File: config.mk
export PLATFORM = sky130hd
export DESIGN_NAME = fir_cascade_cell
export DESIGN_NICKNAME = d
export VERILOG_FILES = /design/src/fir_cascade_cell.v
export VERILOG_INCLUDE_DIRS = /design/src
export SDC_FILE = /design/constraint.sdc
export NUM_CORES = 2
export LEC_CHECK = 0
export BUFFER_PORTS_ARGS = -buffer_cell sky130_fd_sc_hd__buf_2
export CAP_MARGIN = 30
export CELL_PAD_IN_SITES_DETAIL_PLACEMENT = 1
export CELL_PAD_IN_SITES_GLOBAL_PLACEMENT = 1
export CORE_ASPECT_RATIO = 0.7
export CORE_MARGIN = 1.5
export CORE_UTILIZATION = 35
export DETAILED_ROUTE_END_ITERATION = 10
export PLACE_DENSITY_LB_ADDON = 0.25
export RECOVER_POWER = 25
export SLEW_MARGIN = 10
export SYNTH_ARGS = -nofsm -noshare
export SYNTH_HDL_FRONTEND = slang
export SYNTH_SLANG_ARGS = --single-unit
File: constraint.sdc
create_clock -name ref_clk_i -period 15.5 [get_ports ref_clk_i]
set_input_delay 3.1 -clock ref_clk_i [delete_from_list [all_inputs] [get_ports ref_clk_i]]
set_output_delay 3.1 -clock ref_clk_i [all_outputs]
set_load 0.1 [all_outputs]
File: src/fir_cell_regs.vh
// Register map, field layout and constants of the three-tap FIR cascade cell.
`ifndef FIR_CELL_REGS_VH
`define FIR_CELL_REGS_VH

// ==========================================================================
// Register byte offsets
`define OFS_CTRL        4'h0
`define OFS_COEF        4'h4
`define OFS_STATUS      4'h8
`define OFS_RESULT      4'hc

// ==========================================================================
// Control register fields
`define CTRL_FT_LSB     0
`define CTRL_FT_MSB     2
`define CTRL_OE_BIT     3
`define CTRL_FT_RESET   3'h7
`define CTRL_OE_RESET   1'h0

// ==========================================================================
// Coefficient write register fields
`define COEF_VAL_LSB    0
`define COEF_VAL_MSB    9
`define COEF_SEL_LSB    10
`define COEF_SEL_MSB    11
`define SEL_NONE        2'h0

// ==========================================================================
// Status register fields
`define STAT_OVF_BIT    0
`define STAT_LVL_LSB    1
`define STAT_LVL_MSB    4

// ==========================================================================
// Arithmetic layout
`define SAMPLE_W        10
`define COEF_W          10
`define PROD_W          20
`define ACC_W           23
`define SUM_W           16
`define GUARD_W         6
`define ROUND_FILL      6'h20
`define OUT_MSB         21
`define OUT_LSB         6
`define OVF_BIT         22
`define NUM_STAGES      3

// ==========================================================================
// Input buffer and timing
`define FIFO_DEPTH      8
`define FIFO_AW         3
`define FIFO_W          26
`define TARGET_CYCLE_NS 50
`define CLK_PERIOD_NS   10

`endif

File: src/fir_cascade_cell.v
// Three-tap systolic FIR cascade cell with input FIFO and Avalon-MM control.
// ==========================================================================
// Overview of operation
// Three multiply-add stages chained through registers.
// All arithmetic is signed two's complement.
// One sample, coefficient, result per clock; a coefficient write over the bus takes two clocks.
// Optional zero-coefficient stage before each stage.
// Sum input feeds first stage for cascading.
// Three coefficients chosen by 2-bit select.
// Inputs and sum output are registered.
// 23-bit path, 16 MSBs at ports.
// Six guard bits plus one overflow bit.
// Overflow shown on a dedicated flag.
// Round by adding half output LSB.
// Select 00 holds; coefficient lands next clock.
// Control low registers, high passes through.
// Overflow tracks result; outputs follow enable.
// Sum input padded 100000, registered when low.
// Outputs meaningful after loading and pipeline fill.
//
// The implementer's own choices: the Avalon-MM slave port and the register offsets.
`timescale 1ns/1ns
`default_nettype none
`include "fir_cell_regs.vh"

// ==========================================================================
// Synchronous FIFO
module stream_fifo #(
  parameter WIDTH = 26,
  parameter DEPTH = 8,
  parameter AW    = 3
) (
  input  wire             ref_clk_i,
  input  wire             reset_i,
  input  wire [WIDTH-1:0] in_data_i,
  input  wire             in_valid_i,
  output reg              in_ready_o,
  output wire [WIDTH-1:0] out_data_o,
  output reg              out_valid_o,
  input  wire             out_ready_i,
  output reg  [AW:0]      level_o
);

  reg  [WIDTH-1:0] mem [0:DEPTH-1];
  reg  [AW-1:0]    wr_ptr_reg;
  reg  [AW-1:0]    rd_ptr_reg;
  wire             push;
  wire             pop;
  reg  [AW:0]      level_next;

  // Constants sized to the pointer and level widths, so that no sum is
  // widened or cut by accident.
  localparam [AW-1:0] PTR_STEP   = {{(AW-1){1'b0}}, 1'b1};
  localparam [AW:0]   LEVEL_STEP = {{AW{1'b0}}, 1'b1};
  localparam [AW:0]   LEVEL_FULL = DEPTH[AW:0];
  localparam [AW:0]   LEVEL_NONE = {(AW+1){1'b0}};

  assign push       = in_valid_i & in_ready_o;
  assign pop        = out_valid_o & out_ready_i;
  // The head word is read straight from the array; a push never lands on
  // the head slot while out_valid_o is high, so the word holds until popped.
  assign out_data_o = mem[rd_ptr_reg];

  always @* begin
    level_next = level_o;
    if (push & ~pop) begin
      level_next = level_o + LEVEL_STEP;
    end else if (pop & ~push) begin
      level_next = level_o - LEVEL_STEP;
    end
  end

  always @(posedge ref_clk_i) begin
    if (push) begin
      mem[wr_ptr_reg] <= in_data_i;
    end
  end

  // Full and empty are kept as flops so that both handshake outputs are
  // registered; they are recomputed from the next level every cycle.
  always @(posedge ref_clk_i) begin
    if (reset_i) begin
      wr_ptr_reg  <= {AW{1'b0}};
      rd_ptr_reg  <= {AW{1'b0}};
      level_o     <= {(AW+1){1'b0}};
      in_ready_o  <= 1'b0;
      out_valid_o <= 1'b0;
    end else begin
      if (push) begin
        wr_ptr_reg <= wr_ptr_reg + PTR_STEP;
      end
      if (pop) begin
        rd_ptr_reg <= rd_ptr_reg + PTR_STEP;
      end
      level_o     <= level_next;
      in_ready_o  <= (level_next != LEVEL_FULL);
      out_valid_o <= (level_next != LEVEL_NONE);
    end
  end

endmodule // stream_fifo

// ==========================================================================
// Filter cell top level
module fir_cascade_cell (
  input  wire                  ref_clk_i,
  input  wire                  reset_i,
  // Avalon-MM slave.
  input  wire [3:0]            address_i,
  input  wire                  read_i,
  input  wire                  write_i,
  input  wire [3:0]            byteenable_i,
  input  wire [31:0]           writedata_i,
  output reg  [31:0]           readdata_o,
  output reg                   waitrequest_o,
  // Sample and partial sum stream in.
  input  wire [`SAMPLE_W-1:0]  sample_in_i,
  input  wire [`SUM_W-1:0]     sum_in_i,
  input  wire                  sample_valid_i,
  output wire                  sample_ready_o,
  // Result stream out.
  output reg  [`SUM_W-1:0]     sum_o,
  output reg                   sum_oe_o,
  output reg                   overflow_flag_o,
  output reg                   overflow_flag_oe_o,
  output reg                   result_valid_o,
  input  wire                  result_ready_i
);

  // ========================================================================
  // Bus slave
  reg  [2:0]               pipe_passthrough_ctrl_reg;
  reg                      out_enable_reg;
  reg  [1:0]               coef_write_select_reg;
  reg  [`COEF_W-1:0]       coef_in_reg;
  reg  [11:0]              coef_last_reg;
  reg  [`SUM_W-1:0]        result_reg;
  reg                      ovf_reg;
  wire [`FIFO_AW:0]        fifo_level;
  wire                     req;
  wire                     take;
  reg  [31:0]              read_next;

  assign req  = read_i | write_i;
  // The request completes on the edge where waitrequest is seen low.
  assign take = req & ~waitrequest_o;

  // Unmapped offsets read as zero and writes to them are dropped.
  always @* begin
    read_next = 32'h0000_0000;
    case (address_i)
      `OFS_CTRL: begin
        read_next[`CTRL_FT_MSB:`CTRL_FT_LSB] = pipe_passthrough_ctrl_reg;
        read_next[`CTRL_OE_BIT]              = out_enable_reg;
      end
      `OFS_COEF: begin
        read_next[`COEF_SEL_MSB:`COEF_VAL_LSB] = coef_last_reg;
      end
      `OFS_STATUS: begin
        read_next[`STAT_OVF_BIT]               = ovf_reg;
        read_next[`STAT_LVL_MSB:`STAT_LVL_LSB] = fifo_level;
      end
      `OFS_RESULT: begin
        read_next[`SUM_W-1:0] = result_reg;
      end
      default: begin
        read_next = 32'h0000_0000;
      end
    endcase
  end

  // One wait state per access: readdata is loaded while waitrequest is
  // high, so it is stable on the completing edge.
  always @(posedge ref_clk_i) begin
    if (reset_i) begin
      waitrequest_o             <= 1'b1;
      readdata_o                <= 32'h0000_0000;
      pipe_passthrough_ctrl_reg <= `CTRL_FT_RESET;
      out_enable_reg            <= `CTRL_OE_RESET;
      coef_write_select_reg     <= `SEL_NONE;
      coef_in_reg               <= {`COEF_W{1'b0}};
      coef_last_reg             <= 12'h000;
    end else begin
      waitrequest_o <= ~(req & waitrequest_o);
      if (req & waitrequest_o) begin
        readdata_o <= read_next;
      end
      // selection lasts one clock
      coef_write_select_reg <= `SEL_NONE;
      if (take & write_i) begin
        if ((address_i == `OFS_CTRL) & byteenable_i[0]) begin
          // passthrough control bits
          pipe_passthrough_ctrl_reg <= writedata_i[`CTRL_FT_MSB:`CTRL_FT_LSB];
          out_enable_reg            <= writedata_i[`CTRL_OE_BIT];
        end
        // Value and select straddle the two low lanes; a partial write
        // would land a half-formed word, so both lanes are required.
        if ((address_i == `OFS_COEF) & (byteenable_i[1:0] == 2'h3)) begin
          // coefficient registered with code
          coef_write_select_reg <= writedata_i[`COEF_SEL_MSB:`COEF_SEL_LSB];
          coef_in_reg           <= writedata_i[`COEF_VAL_MSB:`COEF_VAL_LSB];
          coef_last_reg         <= writedata_i[`COEF_SEL_MSB:`COEF_VAL_LSB];
        end
      end
    end
  end

  // ========================================================================
  // Input buffer
  wire [`FIFO_W-1:0]       fifo_data;
  wire                     fifo_valid;
  wire                     advance;

  // The pipeline only steps when a sample is buffered and the result
  // register is free, so a stalled consumer fills the FIFO.
  assign advance = fifo_valid & (~result_valid_o | result_ready_i);

  // input words registered in the buffer
  stream_fifo #(
    .WIDTH (`FIFO_W),
    .DEPTH (`FIFO_DEPTH),
    .AW    (`FIFO_AW)
  ) u_in_fifo (
    .ref_clk_i   (ref_clk_i),
    .reset_i     (reset_i),
    .in_data_i   ({sample_in_i, sum_in_i}),
    .in_valid_i  (sample_valid_i),
    .in_ready_o  (sample_ready_o),
    .out_data_o  (fifo_data),
    .out_valid_o (fifo_valid),
    .out_ready_i (advance),
    .level_o     (fifo_level)
  );

  // ========================================================================
  // Systolic datapath
  reg  signed [`SAMPLE_W-1:0] data_reg;
  wire        [`ACC_W-1:0]    chain [0:`NUM_STAGES];
  wire        [`SUM_W-1:0]    fifo_sum;

  assign fifo_sum = fifo_data[`SUM_W-1:0];
  // cascade input is the first addend
  // padded with the half-LSB pattern
  // rounding term added before truncation
  assign chain[0] = {fifo_sum[`SUM_W-1], fifo_sum, `ROUND_FILL};

  // data input register
  always @(posedge ref_clk_i) begin
    if (reset_i) begin
      data_reg <= {`SAMPLE_W{1'b0}};
    end else if (advance) begin
      data_reg <= fifo_data[`FIFO_W-1:`SUM_W];
    end
  end

  // three identical chained stages
  genvar g;
  generate
    for (g = 0; g < `NUM_STAGES; g = g + 1) begin : stage
      localparam integer STAGE_NUM = g + 1;
      localparam [1:0]   SEL_CODE  = STAGE_NUM[1:0];
      reg  signed [`COEF_W-1:0] coef_reg;
      reg         [`ACC_W-1:0]  hold_reg;
      reg         [`ACC_W-1:0]  acc_reg;
      wire signed [`PROD_W-1:0] prod;
      wire        [`ACC_W-1:0]  addend;

      // one coefficient register per stage
      // code 00 matches no stage
      always @(posedge ref_clk_i) begin
        if (reset_i) begin
          coef_reg <= {`COEF_W{1'b0}};
        end else if (coef_write_select_reg == SEL_CODE) begin
          coef_reg <= coef_in_reg;
        end
      end

      // signed product
      assign prod = data_reg * coef_reg;
      // The hold register delays the incoming partial sum by one step; its
      // sum then meets the product of a later sample, acting as a zero tap.
      // high bypasses the extra register
      // low inserts a zero-coefficient stage
      assign addend = pipe_passthrough_ctrl_reg[g] ? chain[g] : hold_reg;

      always @(posedge ref_clk_i) begin
        if (reset_i) begin
          hold_reg <= {`ACC_W{1'b0}};
          acc_reg  <= {`ACC_W{1'b0}};
        end else if (advance) begin
          hold_reg <= chain[g];
          // full-width accumulation
          acc_reg  <= {{(`ACC_W-`PROD_W){prod[`PROD_W-1]}}, prod} + addend;
        end
      end

      assign chain[g+1] = acc_reg;
    end
  endgenerate

  // ========================================================================
  // Output register and flag
  wire [`ACC_W-1:0] final_sum;
  wire [`SUM_W-1:0] result_word;
  wire              result_ovf;

  assign final_sum   = chain[`NUM_STAGES];
  // guard bits dropped, top bit checked
  assign result_word = final_sum[`OUT_MSB:`OUT_LSB];
  // overflow flag per result
  // Bit 22 disagreeing with bit 21 means the sum no longer fits 16 bits.
  assign result_ovf  = final_sum[`OVF_BIT] ^ final_sum[`OUT_MSB];

  // validity depends on load and fill
  // Datapath registers start at zero, but results mean nothing until the
  // coefficients are loaded and the pipeline has stepped through.
  always @(posedge ref_clk_i) begin
    if (reset_i) begin
      result_reg         <= {`SUM_W{1'b0}};
      ovf_reg            <= 1'b0;
      result_valid_o     <= 1'b0;
      sum_o              <= {`SUM_W{1'b0}};
      overflow_flag_o    <= 1'b0;
      sum_oe_o           <= 1'b0;
      overflow_flag_oe_o <= 1'b0;
    end else begin
      // port drive follows output enable
      sum_oe_o           <= out_enable_reg;
      overflow_flag_oe_o <= out_enable_reg;
      if (advance) begin
        // sixteen result bits to ports
        result_reg      <= result_word;
        sum_o           <= result_word;
        // cleared by next good result
        ovf_reg         <= result_ovf;
        overflow_flag_o <= result_ovf;
        // one result per step
        result_valid_o  <= 1'b1;
      end else if (result_ready_i) begin
        result_valid_o  <= 1'b0;
      end
    end
  end

endmodule // fir_cascade_cell

`default_nettype wire

-- After elaboration in Yosys (flattened, before gate mapping)
Memories as Yosys holds them, arrays and structs flattened. A register that Yosys moved wholly into a read port is not among the register bits.
Cells that the tools add are included.
- register bits: 248
- bits in writable memories: 208
- input port bits: 72
- output and inout bits: 54
- word-level logic and storage cells: 86
- memories: 1
- memories (name ; depth ; width ; rd ports ; clocked after Yosys merged registers in ; write ports ; RTL line ; RTL):
    u_in_fifo.mem ; 8 ; 26 ; 1 ; 1 ; 1 ; fir_cascade_cell.v:44 ; reg [WIDTH-1:0] mem [0:DEPTH-1];
- add/subtract/negate cells: 7
- multiply operators: 3
- equal/unequal tests: 8
- muxes and demuxes: 15
- bitwise gates (word level): 20
- reduce and logical (&&, ||, !) cells: 6
- operators by type and width (kind ; number):
    adder 23 bit ; 3
    two-way mux 23 bit ; 3
    multiplier 10 x 10 -> 20 bit ; 3
    case mux 4 bit (4 select lines) ; 1
    case mux 7 bit (2 select lines) ; 1
    two-way mux 4 bit ; 3
    AND 1 bit ; 10
    equality test 4 bit (second input constant) ; 2
    NOT 1 bit ; 7
    adder 3 x 1 -> 3 bit (second input constant) ; 2
    equality test 2 bit (second input constant) ; 3
    two-way mux 3 bit ; 2
    adder 4 x 1 -> 4 bit (second input constant) ; 1
    equality test 4 x 3 -> 1 bit (second input constant) ; 1
    zero test 4 bit ; 1
    two-way mux 1 bit ; 4
    inequality test 4 bit (second input constant) ; 1
    AND reduction 2 bit ; 2
    nonzero test 4 bit ; 1
    subtractor 4 x 1 -> 4 bit (second input constant) ; 1
    case mux 1 bit (3 select lines) ; 1
    OR reduction 3 bit ; 1
    equality test 2 x 1 -> 1 bit (second input constant) ; 1
    OR 1 bit ; 2
    2 further kinds ; 2

-- Longest topological paths before layout
- depth in word-level cells: 8
- gate-level depth with buffers: 32

-- Hierarchy
Synthesis repeated with hierarchy kept, for this count alone.
- cells, all modules: 3129
- area total of the unflattened synthesis: 31783.0 sq um
- by module, submodules not included (module ; times used ; cells each ; area each (sq um)):
    fir_cascade_cell ; 1 ; 2743 ; 23069.6
    stream_fifo ; 1 ; 386 ; 8713.4

-- Worst setup path after synthesis
Ideal clock, no wire load.
- path kind: reg2reg
- from: reg data_reg[9]
- to: reg stage[2].acc_reg[22] (netlist: final_sum[22])
- library setup time: 86 ps
- data arrival time: 6783 ps
- required time: 15414 ps
- slack: 8631 ps
- cell stages (with the launch flop): 29
- buffers on the path: 1
- period minus slack after synthesis: 6869 ps
- cells stage by stage: dfxtp_1 -> clkbuf_1 -> nand2_1 -> fa_1 -> inv_1 -> fa_1 -> fa_1 -> fa_1 -> inv_1 -> fa_1 -> inv_1 -> ha_1 -> a21o_1 -> a21o_1 -> or3_1 -> o21a_1 -> a21oi_1 -> xnor2_1 -> ha_1 -> a21o_1 -> a21o_1 -> nor4_1 -> a21oi_1 -> a31o_2 -> o21a_1 -> nor3_1 -> a221oi_2 -> xnor2_1 -> a211oi_1
- longest elaborated chain between the ends: 2
- ends and longest elaborated chain (element ; RTL line ; RTL):
    start, declared ; fir_cascade_cell.v:237 ; reg signed [`SAMPLE_W-1:0] data_reg;
    start signal, assigned ; fir_cascade_cell.v:250 ; data_reg <= {`SAMPLE_W{1'b0}};
    start signal, assigned ; fir_cascade_cell.v:252 ; data_reg <= fifo_data[`FIFO_W-1:`SUM_W];
    multiplier 10 x 10 -> 20 bit ; fir_cascade_cell.v:279 ; assign prod = data_reg * coef_reg;
    adder 23 bit ; fir_cascade_cell.v:293 ; acc_reg <= {{(`ACC_W-`PROD_W){prod[`PROD_W-1]}}, prod} + addend;
    end signal, assigned ; fir_cascade_cell.v:289 ; acc_reg <= {`ACC_W{1'b0}};
    end signal, assigned ; fir_cascade_cell.v:293 ;
    end, declared ; fir_cascade_cell.v:264 ; reg [`ACC_W-1:0] acc_reg;
Every way passes these cells.
A chain may end at the register's enable or synchronous reset.

-- Worst setup path after layout
- from: reg data_reg[7]
- to: reg stage[0].acc_reg[21]
- longest elaborated chain between the ends: 2
- ends and longest elaborated chain (element ; RTL line):
    multiplier 10 x 10 -> 20 bit ; fir_cascade_cell.v:279
    adder 23 bit ; fir_cascade_cell.v:293
    end signal, assigned ; fir_cascade_cell.v:289
    end signal, assigned ; fir_cascade_cell.v:293
    end, declared ; fir_cascade_cell.v:264
Every way passes these cells.

==> flow_summary.json <==
{
  "grt_pass1_vias": 23120,
  "yosysWarnings": 0,
  "vias": 21760,
  "via_per_inst": 5.026,
  "cp_slowest_cell": "fa_1",
  "dp_hpwl_um": 62650,
  "fmax_ghz": 0.1290,
  "instances_no_fill": 4330,
  "overflow": 0,
  "largest_register_ffs": 208,
  "drv_slew": 0,
  "numClockSinks": 443,
  "grt_pass1_wl_um": 132600,
  "slew_headroom_pct": 34.68,
  "power_mw": 3.625,
  "ctsResizeCount": 0,
  "status": "complete, no violations",
  "final_cell_mix": "nand2_1, inv_1, fa_1",
  "clk_pin_slew_worst_paths_ns": 0.07,
  "max_stage_delay_ns": 0.56,
  "grt_max_degree": 138,
  "cp-end-kind": "flop",
  "htreeDepth": 2,
  "drt-total-wl_um": 84350,
  "wl_met2_um": 37700,
  "syn-instance-count": 3122,
  "seq_area_frac_synth_pct": 34.97,
  "hold_violations": 0,
  "crit_fanout": 31,
  "antenna_left": 0,
  "nets": 3688,
  "drt-pass1-iter-count": 5,
  "ioPinCount": 126,
  "layout_commonest_cell": "nand2_1",
  "cpMostUsedCell": "inv_1",
  "numCtsBuffers": 45,
  "syn-cell-area_um2": 31320,
  "final_util_pct": 38.88,
  "irDropWorstVdd_mv": 0.09059,
  "startpoint_type": "flop",
  "wl_met1_um": 41970,
  "core.rowCount": 91,
  "critPathKind": "reg -> reg",
  "drc": 0,
  "setup_viol": 0,
  "antenna_found_initial": 6,
  "cts.path.max_buffers": 3,
  "grt_setup_unrepaired": "false",
  "synth-seq-cells": 443,
  "die_w_um": 360.5,
  "period_share_pct": 50.02,
  "finalClockSkew_ns": 0.02659,
  "postCtsSetupBuffers": 0,
  "worst_slew_pin_slew_ns": 0.9797,
  "worstPathRequired_ns": 16.01,
  "drt_iter0_drc": 1227,
  "wl_per_cell_um": 19.48,
  "synth-edff-count": 208,
  "ys_async_sr_fraction_pct": 0,
  "postSynthAreaPerCell_um2": 10.03,
  "power_density_nw_per_um2": 105.5,
  "die-area_um2": 91310,
  "placedCellCount": 4244,
  "drive_gt1_share_pct": 9.507,
  "start_util_pct": 35.44,
  "track_usage_pct": 18.52,
  "root_buffer": "clkbuf_16",
  "core_um2": 88350,
  "period_needed_ns": 7.754,
  "area_growth_pct": 9.681,
  "io_buffers": 87,
  "hp-class": "reg -> reg",
  "ys.flop_type": "dfxtp_1",
  "synth_cell_types": 72,
  "clock_latency_ns": 0.59,
  "p_leak_nw": 15.11,
  "die_h_um": 253.3,
  "nFillCells": 9995,
  "cap_violations": 0,
  "globalplace.congestion": 0.8398,
  "hold_buffers": 0,
  "cts_tree": "built",
  "worst-endpoint-arrival_ns": 8.27,
  "fin_setup_tns_ns": 0,
  "dr.max_layer_used": "met5",
  "wl_met3_um": 3303
}
worst max-delay path, delay by kind of cell (launching register included):
| kind | cells | cell delay (ns) |
|---|---|---|
| adder cells (fa/ha/maj) | 8 | 3.62 |
| AO/OA/AOI/OAI | 9 | 2.08 |
| buffers and inverters | 7 | 0.80 |
| AND/OR/NAND/NOR | 4 | 0.45 |
| XOR/XNOR | 2 | 0.40 |
| flip-flops | 1 | 0.31 |
synthesized netlist by cell type, types with 15 or more instances:
cell,number,area [um2]
nand2_1,465,1745
inv_1,429,1610
fa_1,275,5505
dfxtp_1,235,4705
a21oi_1,225,1126
ha_1,210,2628
edfxtp_1,208,6246
nor2_1,184,690.7
clkbuf_1,136,510.5
and2_1,118,738.2
xnor2_1,96,840.8
mux4_2,56,1261
mux2_2,43,484.2
mux2i_1,43,430.4
a211oi_1,39,292.8
nor3_1,33,165.2
a21o_1,30,225.2
o21ai_0,27,135.1
o21a_1,26,195.2
xor2_1,23,201.4
nand2b_1,21,131.4
nand3_1,20,100.1
buf_4,18,135.1
buf_1,17,63.81
nor2b_1,17,106.4
o21ai_1,15,75.07
power by group:
| group | switching (mW) | internal [mW] | total [mW] |
|---|---|---|---|
| Clock | 0.492 | 0.638 | 1.13 |
| Sequential | 0.0906 | 1.35 | 1.45 |
| Combinational | 0.706 | 0.343 | 1.05 |
cell families (layout without fill, tap and decap cells):
family / after synthesis / after routing / share of synthesized area (%)
muxes: 142 / 142 / 6.948
and+or+nand+nor: 888 / 888 / 12.40
other: 1 / 18 / 0.01197
AOI/OAI and AO/OA: 435 / 435 / 8.654
adders and majority gates: 486 / 486 / 26.00
buffers and inverters: 604 / 633 / 7.459
xor gates and xnor gates: 123 / 123 / 3.560
DFF: 443 / 443 / 34.97
layer usage:
layer	global-route usage, %	vias to the layer above
li1	-	10190
met1	26.91	11160
met2	29.27	332
met3	2.597	84
met4	3.870	2
met5	0	-
final timing paths:
path                 start              endpoint  slack (ns)  depth (start not counted)
max reg2reg    data_reg[7]  stage[0].acc_reg[21]        7.75                         30
min          final_sum[15]         result_reg[9]        0.45                          2
min reg2reg  final_sum[15]         result_reg[9]        0.45                          2
max            data_reg[7]  stage[0].acc_reg[21]        7.75                         30
cell type report:
class | count | area (um2) | share of cell area (%)
diodes | 2 | 5.005 | 0.01457
clock buffers | 55 | 1226 | 3.570
clock inverters | 27 | 285.3 | 0.8305
inverters | 432 | 1622 | 4.721
multi-input cells | 2090 | 18120 | 52.76
flip-flops and latches | 443 | 10960 | 31.90
well taps | 1162 | 1454 | 4.233
repair buffers | 119 | 678.2 | 1.974
through the flow:
step / hold WS [ns] / worst slack [ns] / instance area (um2)
2_1_floorplan: 0.4318 / 8.631 / 31370
4_1_cts: 0.4564 / 7.745 / 34330
5_1_grt: 0.4741 / 7.277 / 34340
6_report: 0.4535 / 7.746 / 34350
3_3_place_gp: 0.4357 / 7.919 / 32820
3_5_place_dp: 0.4468 / 7.768 / 32820
Note: power is estimated with default switching activity, not from simulation.
